==> src/common/midi_host_port_pkg.sv <==
// shared constants and types for the host-facing midi port
package midi_host_port_pkg;

    localparam int          CLK_PERIOD_PS     = 5000;
    localparam int          BIT_TIME_NS       = 32000;
    localparam int          BIT_CYCLES        = (BIT_TIME_NS * 1000) / CLK_PERIOD_PS;
    localparam int          FIFO_DEPTH        = 16;
    localparam int          PTR_W             = 4;
    localparam int          CNT_W             = 5;
    localparam logic [4:0]  FIFO_FULL         = 5'h10;
    localparam int          STAT_EMPTY_BIT    = 7;
    localparam int          STAT_BUSY_BIT     = 6;
    localparam logic [7:0]  STATUS_RESET      = 8'h80;
    localparam logic [7:0]  CMD_RESET         = 8'hff;
    localparam logic [7:0]  CMD_PASS          = 8'h3f;
    localparam logic [7:0]  ACK_BYTE          = 8'hfe;
    localparam logic [15:0] DATA_OFS          = 16'h0000;
    localparam logic [15:0] STAT_OFS          = 16'h0001;
    localparam logic [7:0]  CFG_ACTIVATE_IDX  = 8'h30;
    localparam logic [7:0]  CFG_BASE_HIGH_IDX = 8'h60;
    localparam logic [7:0]  CFG_BASE_LOW_IDX  = 8'h61;
    localparam int          ACTIVATE_BIT      = 0;
    localparam logic [7:0]  BASE_HIGH_RESET   = 8'h03;
    localparam logic [7:0]  BASE_LOW_RESET    = 8'h30;

    typedef enum logic {
        MODE_RESET,
        MODE_PASS
    } mode_e;

endpackage

==> src/hdl/midi_serial_engine.sv <==
// full-duplex 8n1 serial shift engine, one frame at a time each way
`timescale 1ns/1ps
module midi_serial_engine
    import midi_host_port_pkg::*;
#(
    parameter int BIT_CYCLES_P = BIT_CYCLES
) (
    input  wire logic       i_clk,
    input  wire logic       i_rstn,
    input  wire logic       i_enable,
    input  wire logic       i_tx_valid,
    input  wire logic [7:0] i_tx_data,
    output logic            o_tx_ready,
    output logic            o_serial_out,
    input  wire logic       i_serial_in,
    output logic            o_rx_valid,
    output logic [7:0]      o_rx_data
);

    localparam logic [15:0] LAST_CNT = 16'(BIT_CYCLES_P - 1);
    localparam logic [15:0] HALF_CNT = 16'(BIT_CYCLES_P / 2 - 1);

    logic        tx_busy_ff, nxt_tx_busy;
    logic [9:0]  tx_shift_ff, nxt_tx_shift;
    logic [15:0] tx_cnt_ff, nxt_tx_cnt;
    logic [3:0]  tx_bits_ff, nxt_tx_bits;

    logic        sync1_ff, sync2_ff;
    logic        rx_busy_ff, nxt_rx_busy;
    logic [15:0] rx_cnt_ff, nxt_rx_cnt;
    logic [3:0]  rx_bits_ff, nxt_rx_bits;
    logic [7:0]  rx_shift_ff, nxt_rx_shift;
    logic        rx_valid_ff, nxt_rx_valid;
    logic [7:0]  rx_data_ff, nxt_rx_data;

    assign o_tx_ready   = !tx_busy_ff;
    assign o_serial_out = tx_shift_ff[0];
    assign o_rx_valid   = rx_valid_ff;
    assign o_rx_data    = rx_data_ff;

    ////////////////////////////////////////////////////////////////////////////////
    // transmit: start bit, eight data bits lsb first, stop bit
    always_comb begin
        nxt_tx_busy  = tx_busy_ff;
        nxt_tx_shift = tx_shift_ff;
        nxt_tx_cnt   = tx_cnt_ff;
        nxt_tx_bits  = tx_bits_ff;
        if (!i_enable) begin
            nxt_tx_busy  = 1'b0;
            nxt_tx_shift = 10'h3ff;
        end else if (!tx_busy_ff) begin
            if (i_tx_valid) begin
                nxt_tx_busy  = 1'b1;
                nxt_tx_shift = {1'b1, i_tx_data, 1'b0};
                nxt_tx_cnt   = 16'h0000;
                nxt_tx_bits  = 4'h0;
            end
        end else if (tx_cnt_ff == LAST_CNT) begin
            nxt_tx_cnt   = 16'h0000;
            nxt_tx_shift = {1'b1, tx_shift_ff[9:1]};
            if (tx_bits_ff == 4'h9) begin
                nxt_tx_busy = 1'b0;
            end else begin
                nxt_tx_bits = tx_bits_ff + 4'h1;
            end
        end else begin
            nxt_tx_cnt = tx_cnt_ff + 16'h0001;
        end
    end

    always_ff @(posedge i_clk or negedge i_rstn) begin
        if (!i_rstn) begin
            tx_busy_ff  <= 1'b0;
            tx_shift_ff <= 10'h3ff;
            tx_cnt_ff   <= 16'h0000;
            tx_bits_ff  <= 4'h0;
        end else begin
            tx_busy_ff  <= nxt_tx_busy;
            tx_shift_ff <= nxt_tx_shift;
            tx_cnt_ff   <= nxt_tx_cnt;
            tx_bits_ff  <= nxt_tx_bits;
        end
    end

    ////////////////////////////////////////////////////////////////////////////////
    // receive: sample mid-bit, drop frames with a bad stop bit
    always_comb begin
        nxt_rx_busy  = rx_busy_ff;
        nxt_rx_cnt   = rx_cnt_ff;
        nxt_rx_bits  = rx_bits_ff;
        nxt_rx_shift = rx_shift_ff;
        nxt_rx_valid = 1'b0;
        nxt_rx_data  = rx_data_ff;
        if (!i_enable) begin
            nxt_rx_busy = 1'b0;
        end else if (!rx_busy_ff) begin
            if (!sync2_ff) begin
                nxt_rx_busy = 1'b1;
                nxt_rx_cnt  = 16'h0000;
                nxt_rx_bits = 4'h0;
            end
        end else if (rx_cnt_ff == ((rx_bits_ff == 4'h0) ? HALF_CNT : LAST_CNT)) begin
            nxt_rx_cnt = 16'h0000;
            if (rx_bits_ff == 4'h0) begin
                if (sync2_ff) begin
                    nxt_rx_busy = 1'b0;
                end else begin
                    nxt_rx_bits = 4'h1;
                end
            end else if (rx_bits_ff != 4'h9) begin
                nxt_rx_shift = {sync2_ff, rx_shift_ff[7:1]};
                nxt_rx_bits  = rx_bits_ff + 4'h1;
            end else begin
                nxt_rx_busy = 1'b0;
                if (sync2_ff) begin
                    nxt_rx_valid = 1'b1;
                    nxt_rx_data  = rx_shift_ff;
                end
            end
        end else begin
            nxt_rx_cnt = rx_cnt_ff + 16'h0001;
        end
    end

    always_ff @(posedge i_clk or negedge i_rstn) begin
        if (!i_rstn) begin
            sync1_ff    <= 1'b1;
            sync2_ff    <= 1'b1;
            rx_busy_ff  <= 1'b0;
            rx_cnt_ff   <= 16'h0000;
            rx_bits_ff  <= 4'h0;
            rx_shift_ff <= 8'h00;
            rx_valid_ff <= 1'b0;
            rx_data_ff  <= 8'h00;
        end else begin
            sync1_ff    <= i_serial_in;
            sync2_ff    <= sync1_ff;
            rx_busy_ff  <= nxt_rx_busy;
            rx_cnt_ff   <= nxt_rx_cnt;
            rx_bits_ff  <= nxt_rx_bits;
            rx_shift_ff <= nxt_rx_shift;
            rx_valid_ff <= nxt_rx_valid;
            rx_data_ff  <= nxt_rx_data;
        end
    end

endmodule

==> src/hdl/midi_host_port_uart.sv <==
// host-facing midi port: data/status/command ports, command controller, fifos
//
// Overview of operation
// - status port is read-only; bit 7 receive-empty, bit 6 transmit-busy.
// - receive-empty reads 0 while a byte or acknowledge waits, else 1.
// - interrupt is high exactly when activate is 1 and receive-empty is 0.
// - transmit-busy reads 0 when another data or command byte can be taken; here it reads 1 only while the 16-byte transmit fifo is full.
// - no interrupt for transmit activity or transmit readiness.
// - status bits 5..0 ignore writes and read as zero.
// - a write to base plus one is a command byte.
// - a data read drops the interrupt unless more receive bytes remain.
// - interrupt ignores write data, transmit functions and line status.
// - only commands ffh and 3fh act; all others are ignored.
// - ffh leaves pass-through, stops engine, flushes rx; ack only if not passing.
// - ffh in pass-through still resets but queues no acknowledge.
// - in reset state serial input and host data writes are discarded.
// - reset state is entered after power-on and after the reset command.
// - 3fh outside pass-through flushes both fifos, queues feh, enables engine.
// - in pass-through data passes unmodified both ways.
// - 3fh while already in pass-through does nothing and gives no acknowledge.
// - acknowledge is the next byte read, placed after the rx flush.
// - frames are 31.25 kbd, start, eight data lsb first, no parity, one stop.
// - engine is full duplex with 16-byte transmit and receive fifos.
// - activate 0 disables decode, holds interrupt low, idles logic.
// - data port at base is read/write, full duplex.
`timescale 1ns/1ps
module midi_host_port_uart
    import midi_host_port_pkg::*;
#(
    parameter int BIT_CYCLES_P = BIT_CYCLES
) (
    input  wire logic        I_CLK,
    input  wire logic        I_RSTN,
    input  wire logic [15:0] I_IO_ADDR,
    input  wire logic        I_IO_WR,
    input  wire logic        I_IO_RD,
    input  wire logic [7:0]  I_IO_WDATA,
    output logic [7:0]       O_IO_RDATA,
    output logic             O_IO_RVALID,
    input  wire logic        I_CFG_WR,
    input  wire logic        I_CFG_RD,
    input  wire logic [7:0]  I_CFG_IDX,
    input  wire logic [7:0]  I_CFG_WDATA,
    output logic [7:0]       O_CFG_RDATA,
    output logic             O_IRQ,
    input  wire logic        I_SERIAL_IN_LINE,
    output logic             O_SERIAL_OUT
);

    mode_e            mode_ff, nxt_mode;
    logic             ack_ff, nxt_ack;
    logic             active_ff, nxt_active;
    logic [7:0]       base_hi_ff, nxt_base_hi;
    logic [7:0]       base_lo_ff, nxt_base_lo;
    logic [7:0]       rdata_ff, nxt_rdata;
    logic             rvalid_ff, nxt_rvalid;
    logic [7:0]       cfg_rdata_ff, nxt_cfg_rdata;
    logic [7:0]       rx_mem [FIFO_DEPTH];
    logic [7:0]       tx_mem [FIFO_DEPTH];
    logic [PTR_W-1:0] rx_wp_ff, rx_rp_ff, tx_wp_ff, tx_rp_ff;
    logic [PTR_W-1:0] nxt_rx_wp, nxt_rx_rp, nxt_tx_wp, nxt_tx_rp;
    logic [CNT_W-1:0] rx_cnt_ff, tx_cnt_ff, nxt_rx_cnt, nxt_tx_cnt;
    logic             rx_push, rx_pop, tx_push, tx_pop, rx_flush, tx_flush;
    logic             rx_buffer_empty_flag, serial_tx_busy_flag;
    logic             eng_enable, eng_tx_ready, eng_rx_valid;
    logic [7:0]       eng_rx_data;
    logic [15:0]      base_addr;
    logic             hit_data, hit_stat;

    ////////////////////////////////////////////////////////////////////////////////
    // flags, decode, interrupt
    assign rx_buffer_empty_flag = !ack_ff && (rx_cnt_ff == '0);
    assign serial_tx_busy_flag  = (tx_cnt_ff == FIFO_FULL);
    assign O_IRQ      = active_ff && !rx_buffer_empty_flag;
    assign base_addr  = {base_hi_ff, base_lo_ff[7:1], 1'b0};
    assign eng_enable = active_ff && (mode_ff == MODE_PASS);
    assign O_IO_RDATA  = rdata_ff;
    assign O_IO_RVALID = rvalid_ff;
    assign O_CFG_RDATA = cfg_rdata_ff;

    always_comb begin
        hit_data = 1'b0;
        hit_stat = 1'b0;
        if (!active_ff) begin
            hit_data = 1'b0;
        end else if (I_IO_ADDR == base_addr + DATA_OFS) begin
            hit_data = 1'b1;
        end else if (I_IO_ADDR == base_addr + STAT_OFS) begin
            hit_stat = 1'b1;
        end
    end

    ////////////////////////////////////////////////////////////////////////////////
    // command controller, port access, fifo pointers
    always_comb begin
        nxt_mode      = mode_ff;
        nxt_ack       = ack_ff;
        nxt_active    = active_ff;
        nxt_base_hi   = base_hi_ff;
        nxt_base_lo   = base_lo_ff;
        nxt_rdata     = rdata_ff;
        nxt_rvalid    = 1'b0;
        nxt_cfg_rdata = cfg_rdata_ff;
        rx_pop        = 1'b0;
        tx_push       = 1'b0;
        rx_flush      = 1'b0;
        tx_flush      = 1'b0;
        if (I_CFG_WR) begin
            if (I_CFG_IDX == CFG_ACTIVATE_IDX) begin
                nxt_active = I_CFG_WDATA[ACTIVATE_BIT];
            end else if (I_CFG_IDX == CFG_BASE_HIGH_IDX) begin
                nxt_base_hi = I_CFG_WDATA;
            end else if (I_CFG_IDX == CFG_BASE_LOW_IDX) begin
                nxt_base_lo = I_CFG_WDATA;
            end
        end
        if (I_CFG_RD) begin
            if (I_CFG_IDX == CFG_ACTIVATE_IDX) begin
                nxt_cfg_rdata = {7'h00, active_ff};
            end else if (I_CFG_IDX == CFG_BASE_HIGH_IDX) begin
                nxt_cfg_rdata = base_hi_ff;
            end else if (I_CFG_IDX == CFG_BASE_LOW_IDX) begin
                nxt_cfg_rdata = base_lo_ff;
            end else begin
                nxt_cfg_rdata = 8'h00;
            end
        end
        if (I_IO_RD && hit_data) begin
            nxt_rvalid = 1'b1;
            if (ack_ff) begin
                nxt_rdata = ACK_BYTE;
                nxt_ack   = 1'b0;
            end else if (rx_cnt_ff != '0) begin
                nxt_rdata = rx_mem[rx_rp_ff];
                rx_pop    = 1'b1;
            end
        end else if (I_IO_RD && hit_stat) begin
            nxt_rvalid = 1'b1;
            nxt_rdata  = {rx_buffer_empty_flag, serial_tx_busy_flag, 6'h00};
        end
        if (I_IO_WR && hit_data) begin
            if (mode_ff == MODE_PASS && !serial_tx_busy_flag) begin
                tx_push = 1'b1;
            end
        end else if (I_IO_WR && hit_stat) begin
            case (I_IO_WDATA)
                CMD_RESET: begin
                    nxt_mode = MODE_RESET;
                    rx_flush = 1'b1;
                    nxt_ack  = (mode_ff != MODE_PASS);
                end
                CMD_PASS: begin
                    if (mode_ff == MODE_RESET) begin
                        nxt_mode = MODE_PASS;
                        rx_flush = 1'b1;
                        tx_flush = 1'b1;
                        nxt_ack  = 1'b1;
                    end
                end
                default: begin
                    nxt_mode = mode_ff;
                end
            endcase
        end
        rx_push = eng_rx_valid && (mode_ff == MODE_PASS) && (rx_cnt_ff != FIFO_FULL)
                  && !rx_flush;
        tx_pop  = eng_tx_ready && eng_enable && (tx_cnt_ff != '0);
        if (rx_flush) begin
            nxt_rx_wp  = '0;
            nxt_rx_rp  = '0;
            nxt_rx_cnt = '0;
        end else begin
            nxt_rx_wp  = rx_wp_ff + PTR_W'(rx_push);
            nxt_rx_rp  = rx_rp_ff + PTR_W'(rx_pop);
            nxt_rx_cnt = rx_cnt_ff + CNT_W'(rx_push) - CNT_W'(rx_pop);
        end
        if (tx_flush) begin
            nxt_tx_wp  = '0;
            nxt_tx_rp  = '0;
            nxt_tx_cnt = '0;
        end else begin
            nxt_tx_wp  = tx_wp_ff + PTR_W'(tx_push);
            nxt_tx_rp  = tx_rp_ff + PTR_W'(tx_pop);
            nxt_tx_cnt = tx_cnt_ff + CNT_W'(tx_push) - CNT_W'(tx_pop);
        end
    end

    always_ff @(posedge I_CLK or negedge I_RSTN) begin
        if (!I_RSTN) begin
            mode_ff      <= MODE_RESET;
            ack_ff       <= 1'b0;
            active_ff    <= 1'b0;
            base_hi_ff   <= BASE_HIGH_RESET;
            base_lo_ff   <= BASE_LOW_RESET;
            rdata_ff     <= 8'h00;
            rvalid_ff    <= 1'b0;
            cfg_rdata_ff <= 8'h00;
            rx_wp_ff     <= '0;
            rx_rp_ff     <= '0;
            rx_cnt_ff    <= '0;
            tx_wp_ff     <= '0;
            tx_rp_ff     <= '0;
            tx_cnt_ff    <= '0;
        end else begin
            mode_ff      <= nxt_mode;
            ack_ff       <= nxt_ack;
            active_ff    <= nxt_active;
            base_hi_ff   <= nxt_base_hi;
            base_lo_ff   <= nxt_base_lo;
            rdata_ff     <= nxt_rdata;
            rvalid_ff    <= nxt_rvalid;
            cfg_rdata_ff <= nxt_cfg_rdata;
            rx_wp_ff     <= nxt_rx_wp;
            rx_rp_ff     <= nxt_rx_rp;
            rx_cnt_ff    <= nxt_rx_cnt;
            tx_wp_ff     <= nxt_tx_wp;
            tx_rp_ff     <= nxt_tx_rp;
            tx_cnt_ff    <= nxt_tx_cnt;
        end
    end

    // fifo storage, no reset needed
    always_ff @(posedge I_CLK) begin
        if (rx_push) begin
            rx_mem[rx_wp_ff] <= eng_rx_data;
        end
        if (tx_push) begin
            tx_mem[tx_wp_ff] <= I_IO_WDATA;
        end
    end

    ////////////////////////////////////////////////////////////////////////////////
    // serial engine
    midi_serial_engine #(
        .BIT_CYCLES_P (BIT_CYCLES_P)
    ) u_engine (
        .i_clk        (I_CLK),
        .i_rstn       (I_RSTN),
        .i_enable     (eng_enable),
        .i_tx_valid   (tx_cnt_ff != '0),
        .i_tx_data    (tx_mem[tx_rp_ff]),
        .o_tx_ready   (eng_tx_ready),
        .o_serial_out (O_SERIAL_OUT),
        .i_serial_in  (I_SERIAL_IN_LINE),
        .o_rx_valid   (eng_rx_valid),
        .o_rx_data    (eng_rx_data)
    );

    ////////////////////////////////////////////////////////////////////////////////
    // checks
    logic stat_rd, data_rd, cmd_wr;
    assign stat_rd = I_IO_RD && hit_stat;
    assign data_rd = I_IO_RD && hit_data;
    assign cmd_wr  = I_IO_WR && hit_stat;

    a_status_flags: assert property (@(posedge I_CLK) disable iff (!I_RSTN)
        stat_rd |=> O_IO_RDATA[7] == $past(rx_buffer_empty_flag)
                    && O_IO_RDATA[6] == $past(serial_tx_busy_flag))
        else $error("status flags wrong");
    a_status_low_zero: assert property (@(posedge I_CLK) disable iff (!I_RSTN)
        stat_rd |=> O_IO_RDATA[5:0] == 6'h00 && O_IO_RVALID)
        else $error("status low bits not zero");
    a_irq_inactive: assert property (@(posedge I_CLK) disable iff (!I_RSTN)
        !active_ff |-> !O_IRQ)
        else $error("irq while inactive");
    a_irq_read_drop: assert property (@(posedge I_CLK) disable iff (!I_RSTN)
        data_rd && !ack_ff && rx_cnt_ff == 5'h01 && !rx_push && !I_IO_WR |=> !O_IRQ)
        else $error("irq stayed after last read");
    a_reset_ack: assert property (@(posedge I_CLK) disable iff (!I_RSTN)
        cmd_wr && I_IO_WDATA == CMD_RESET && mode_ff == MODE_RESET
        |=> ack_ff && rx_cnt_ff == 5'h00 && O_IRQ == active_ff)
        else $error("reset command not acknowledged");
    a_reset_in_pass: assert property (@(posedge I_CLK) disable iff (!I_RSTN)
        cmd_wr && I_IO_WDATA == CMD_RESET && mode_ff == MODE_PASS
        |=> !ack_ff && mode_ff == MODE_RESET && rx_cnt_ff == 5'h00)
        else $error("reset in pass-through mishandled");
    a_pass_enter: assert property (@(posedge I_CLK) disable iff (!I_RSTN)
        cmd_wr && I_IO_WDATA == CMD_PASS && mode_ff == MODE_RESET
        |=> mode_ff == MODE_PASS && ack_ff && tx_cnt_ff == 5'h00 && rx_cnt_ff == 5'h00)
        else $error("pass-through entry wrong");
    a_pass_repeat: assert property (@(posedge I_CLK) disable iff (!I_RSTN)
        cmd_wr && I_IO_WDATA == CMD_PASS && mode_ff == MODE_PASS && !I_IO_RD
        |=> mode_ff == MODE_PASS && $stable(ack_ff))
        else $error("repeat pass-through had an effect");
    a_reset_discard: assert property (@(posedge I_CLK) disable iff (!I_RSTN)
        mode_ff == MODE_RESET |-> rx_cnt_ff == 5'h00 && !tx_push && !eng_enable)
        else $error("data held in reset state");
    a_ack_first: assert property (@(posedge I_CLK) disable iff (!I_RSTN)
        data_rd && ack_ff |=> O_IO_RDATA == ACK_BYTE && O_IO_RVALID && !ack_ff)
        else $error("acknowledge not read first");

    c_pass_entered: cover property (@(posedge I_CLK) disable iff (!I_RSTN)
        cmd_wr && I_IO_WDATA == CMD_PASS ##1 mode_ff == MODE_PASS);
    c_ack_read: cover property (@(posedge I_CLK) disable iff (!I_RSTN) data_rd && ack_ff);
    c_rx_byte: cover property (@(posedge I_CLK) disable iff (!I_RSTN) rx_push);
    c_tx_full: cover property (@(posedge I_CLK) disable iff (!I_RSTN) serial_tx_busy_flag);

endmodule

==> config.mk <==
export PLATFORM = sky130hd
export DESIGN_NAME = midi_host_port_uart
export DESIGN_NICKNAME = d
export VERILOG_FILES = /design/src/common/midi_host_port_pkg.sv /design/src/hdl/midi_serial_engine.sv /design/src/hdl/midi_host_port_uart.sv
export SDC_FILE = /design/constraint.sdc
export NUM_CORES = 1
export LEC_CHECK = 0
export BUFFER_PORTS_ARGS = -buffer_cell sky130_fd_sc_hd__buf_2
export CAP_MARGIN = 20
export CORE_ASPECT_RATIO = 0.7
export CORE_UTILIZATION = 27
export CTS_BUF_LIST = sky130_fd_sc_hd__clkbuf_4 sky130_fd_sc_hd__clkbuf_8
export DETAILED_ROUTE_END_ITERATION = 10
export SYNTH_ARGS = -nofsm -noshare
export SYNTH_HDL_FRONTEND = slang
export SYNTH_SLANG_ARGS = --single-unit
==> constraint.sdc <==
create_clock -name I_CLK -period 3.8 [get_ports I_CLK]
set_input_delay 0.38 -clock I_CLK [delete_from_list [all_inputs] [get_ports I_CLK]]
set_output_delay 0.38 -clock I_CLK [all_outputs]
set_load 0.01 [all_outputs]
==> results by group <==
Timing
  – Period utilisation layout: 87.6%
  – RSZ-0062 raised after global routing: no
  – Pins Over Slew Limit: 0
  – Setup TNS: 0 ns
  – Finish-stage setup viols: 0
  – Final-report hold violation count: 0
  – Crit path time final: 3.33 ns
  – Worst slew pin tran: 1.13 ns
  – Max frequency: 0.300 GHz
  – Final Skew: 0.0653 ns
  – Slew HR: 24.6%

Critical path
  – FF-to-FF End: rx_cnt_ff[4]
  – Reg2Reg Depth: 15
  – Worst r2r src: base_hi_ff[0]
  – CP Capture Type: flip-flop
  – CP arrival: 3.84 ns
  – Worst R2R Setup Slack: 0.47 ns
  – Data required time of the worst path: 4.31 ns
  – CP Max Fanout: 3
  – Critical Path Start Type: flip-flop
  – Setup CP Type: reg -> reg

Routing
  – Initial DRC count: 815
  – Final wirelength: 36900 um
  – Antenna Nets Post-Route: 0
  – Top Metal Used: met5
  – TritonRoute pass-1 iters: 6
  – Vias per Instance: 4.62
  – DR WL met3: 2010 um
  – Vias: 9575
  – Remaining DRCs: 0
  – Wl on met1: 18800 um
  – WL per Instance: 17.8 um
  – Met2 wire len: 15700 um

Power
  – Worst VDD drop: 0.236 mV
  – Lkg Pwr: 6.84 nW
  – Total power: 0.00823 W
  – Pwr Density: 425 nW/um2

Floorplanning
  – I/O pin count: 66
  – Initial cell density of the core: 27.5%
  – Rows: 75
  – Core area: 60200 um2
  – Die Wd: 298 um
  – Die area: 62300 um2
  – Die Ht: 209 um

Yosys
  – Asr flop ratio synth: 34.0%
  – Fraction of synthesized area in multiplexers: 12.5%
  – Post-Synth Simple-Gate Area: 9.42%
  – Synthesized area: 16600 um2
  – Post-synth EDFFs: 256
  – Syn_nets: 1156
  – Syn Area/Cell: 15.3 um2
  – Post-synthesis compound-gate area fraction: 5.08%
  – Cell taking the most area after synthesis: edfxtp_1
  – Syn Inst Count: 1080
  – Synth area leaders: edfxtp_1 (46%), dfrtp_1 (18%), mux4_2 (9.0%)
  – Top-area cell type share of the netlist area: 46.4%
  – Dominant synthesized flop cell: edfxtp_1
  – Yosys reg bits: 388
  – Adder-cell share of the synthesized area: 2.28%
  – XOR/XNOR Fraction of Synth Area: 2.33%
  – Register area share after synthesis: 66.5%
  – Largest family of logic cells by synthesized area: multiplexers
  – Distinct cell type count after synthesis: 66
  – Yosys warns: 0

Clock tree
  – # resized after CTS: 0
  – CTS Sinks: 388
  – Clock transition at the registers of the reported paths: 0.06 ns
  – Worst-Skew Late Latency: 0.66 ns
  – Clock Path Buffers: 3
  – Post-CTS Setup Bufs: 0
  – CTS Buf Count: 58
  – CTS tree: yes
  – Hold buffers post-CTS: 10
  – Clk root buf: clkbuf_8
  – Htree depth: 2

Min path
  – Hold endpoint: active_ff
  – Hold Crit Depth: 3
  – Hold_sp: I_CFG_WR
  – Worst hold path type: in -> reg

Placed design
  – Dpl cells: 1953
  – Gpl congestion: 0.790
  – Placed wire-length estimate: 24600 um
  – Placed cell area: 18100 um2
  – Port Buffers: 65

Global route
  – Initial antenna violation count: 3
  – Vias in the first global route: 9871
  – Global-route wire length before repair: 57700 um
  – Largest net degree at the start of global routing: 100
  – Gr usage total: 11.9%
  – Total gr overflow: 0

Layout
  – P&R area growth vs syn: 17.1%
  – Fraction of layout cells with a size suffix above 1: 26.7%
  – Design area: 19400 um2
  – Cell Count, Final, Fillers Out: 2071
  – Layout Nets: 1291
  – Core Util, Final: 32.2%

Status
  – Status: completed

Flow run
  – # Max-Cap Violations: 0
worst max-delay path, stage by stage, from the launching register on:
cell     delay, ns
dfstp_2       0.55
xnor2_1       0.12
nand4_1       0.18
or4_1         0.69
nor4_4        0.19
or3_1         0.17
ha_1          0.23
inv_1         0.07
ha_1          0.16
inv_1         0.05
fa_1          0.39
inv_1         0.07
a21oi_1       0.06
nor2_1        0.10
or3_1         0.11
a21oi_1       0.05
metal layers:
metal	vias to the layer above	GRT usage [%]
met1	4919	18.2
li1	4400	-
met5	-	0
met2	213	17.1
met3	41	2.71
met4	2	2.30
placed cells by master (no fill, tap or decap), types with 9 or more instances in the layout:
master,synthesis,final
edfxtp_1,256,256
dfrtp_1,117,115
nor2_1,88,88
mux4_2,66,66
buf_2,11,64
clkbuf_8,0,63
nand2_1,50,50
o21ai_0,50,50
buf_4,3,47
a21oi_1,29,29
xnor2_1,28,28
ha_1,27,27
clkbuf_4,0,27
inv_1,26,26
mux2_2,26,26
nor3_1,24,24
nand3_1,21,21
mux2i_1,18,18
nor2b_1,16,16
xor2_1,16,16
dfstp_2,15,15
nand4_1,14,14
nand2b_1,11,11
nor4_1,11,11
a22oi_1,11,11
a22o_1,10,10
dlygate4sd3_1,0,10
and2_1,9,9
report_power, final:
part	leakage, nW	total (W)	switching (W)	internal, W
Combinational	2.43	0.000159	0.0000974	0.0000612
Clock	0.654	0.00355	0.00166	0.00189
Sequential	3.76	0.00453	0.0000180	0.00451
cells by family after synthesis:
group / count (synthesis)
AO/OA/AOI/OAI: 133
XOR/XNOR: 44
adder cells (fa/ha/maj): 29
buffers and inverters: 74
flip-flops: 388
multiplexers: 119
AND/OR/NAND/NOR: 293
synth_stat cells, types with 18 or more instances:
cell and count:
dfrtp_1 117, nor3_1 24, mux2i_1 18, nor2_1 88, inv_1 26, nand2_1 50
mux4_2 66, nand3_1 21, xnor2_1 28, mux2_2 26, edfxtp_1 256, ha_1 27
o21ai_0 50, clkbuf_1 29, a21oi_1 29
registers in the layout, summed over array words and instances, names as in the netlist, 5 cells and up:
register / flops
base_hi_ff: 8
tx_mem: 128
tx_cnt_ff: 5
base_lo_ff: 8
rx_cnt_ff: 5
rx_mem: 128
u_engine.tx_cnt_ff: 16
O_CFG_RDATA: 8
u_engine.o_rx_data: 8
u_engine.rx_shift_ff: 8
u_engine.tx_shift_ff: 9
O_IO_RDATA: 8
u_engine.rx_cnt_ff: 16
layout make-up:
class,instances,area [um2]
timing repair buffer,123,805
fill,5933,40900
clock inverter,17,149
sequential,388,11000
inverter,26,97.6
antenna,1,2.50
multi-input combinational,618,5240
tap,808,1010
clock buffer,90,1070
worst max path at each step:
| stage | start | endpoint |
|---|---|---|
| after floorplan | base_hi_ff[0] | rx_cnt_ff[4] |
| after global placement | base_hi_ff[0] | rx_cnt_ff[4] |
| after detailed placement | I_IO_ADDR[13] | rx_cnt_ff[4] |
| after CTS | base_hi_ff[0] | rx_cnt_ff[4] |
| after global routing | base_hi_ff[0] | rx_cnt_ff[4] |
| final | base_hi_ff[0] | rx_cnt_ff[4] |
through the flow:
step,setup slack (ns),hold slack (ns)
after global routing,0.208,0.0596
after CTS,0.442,0.0465
after detailed placement,0.450,0.352
final,0.471,0.0990
after floorplan,0.450,0.0844
after global placement,0.487,0.349
No activity file was read; power rests on OpenSTA's default activity.
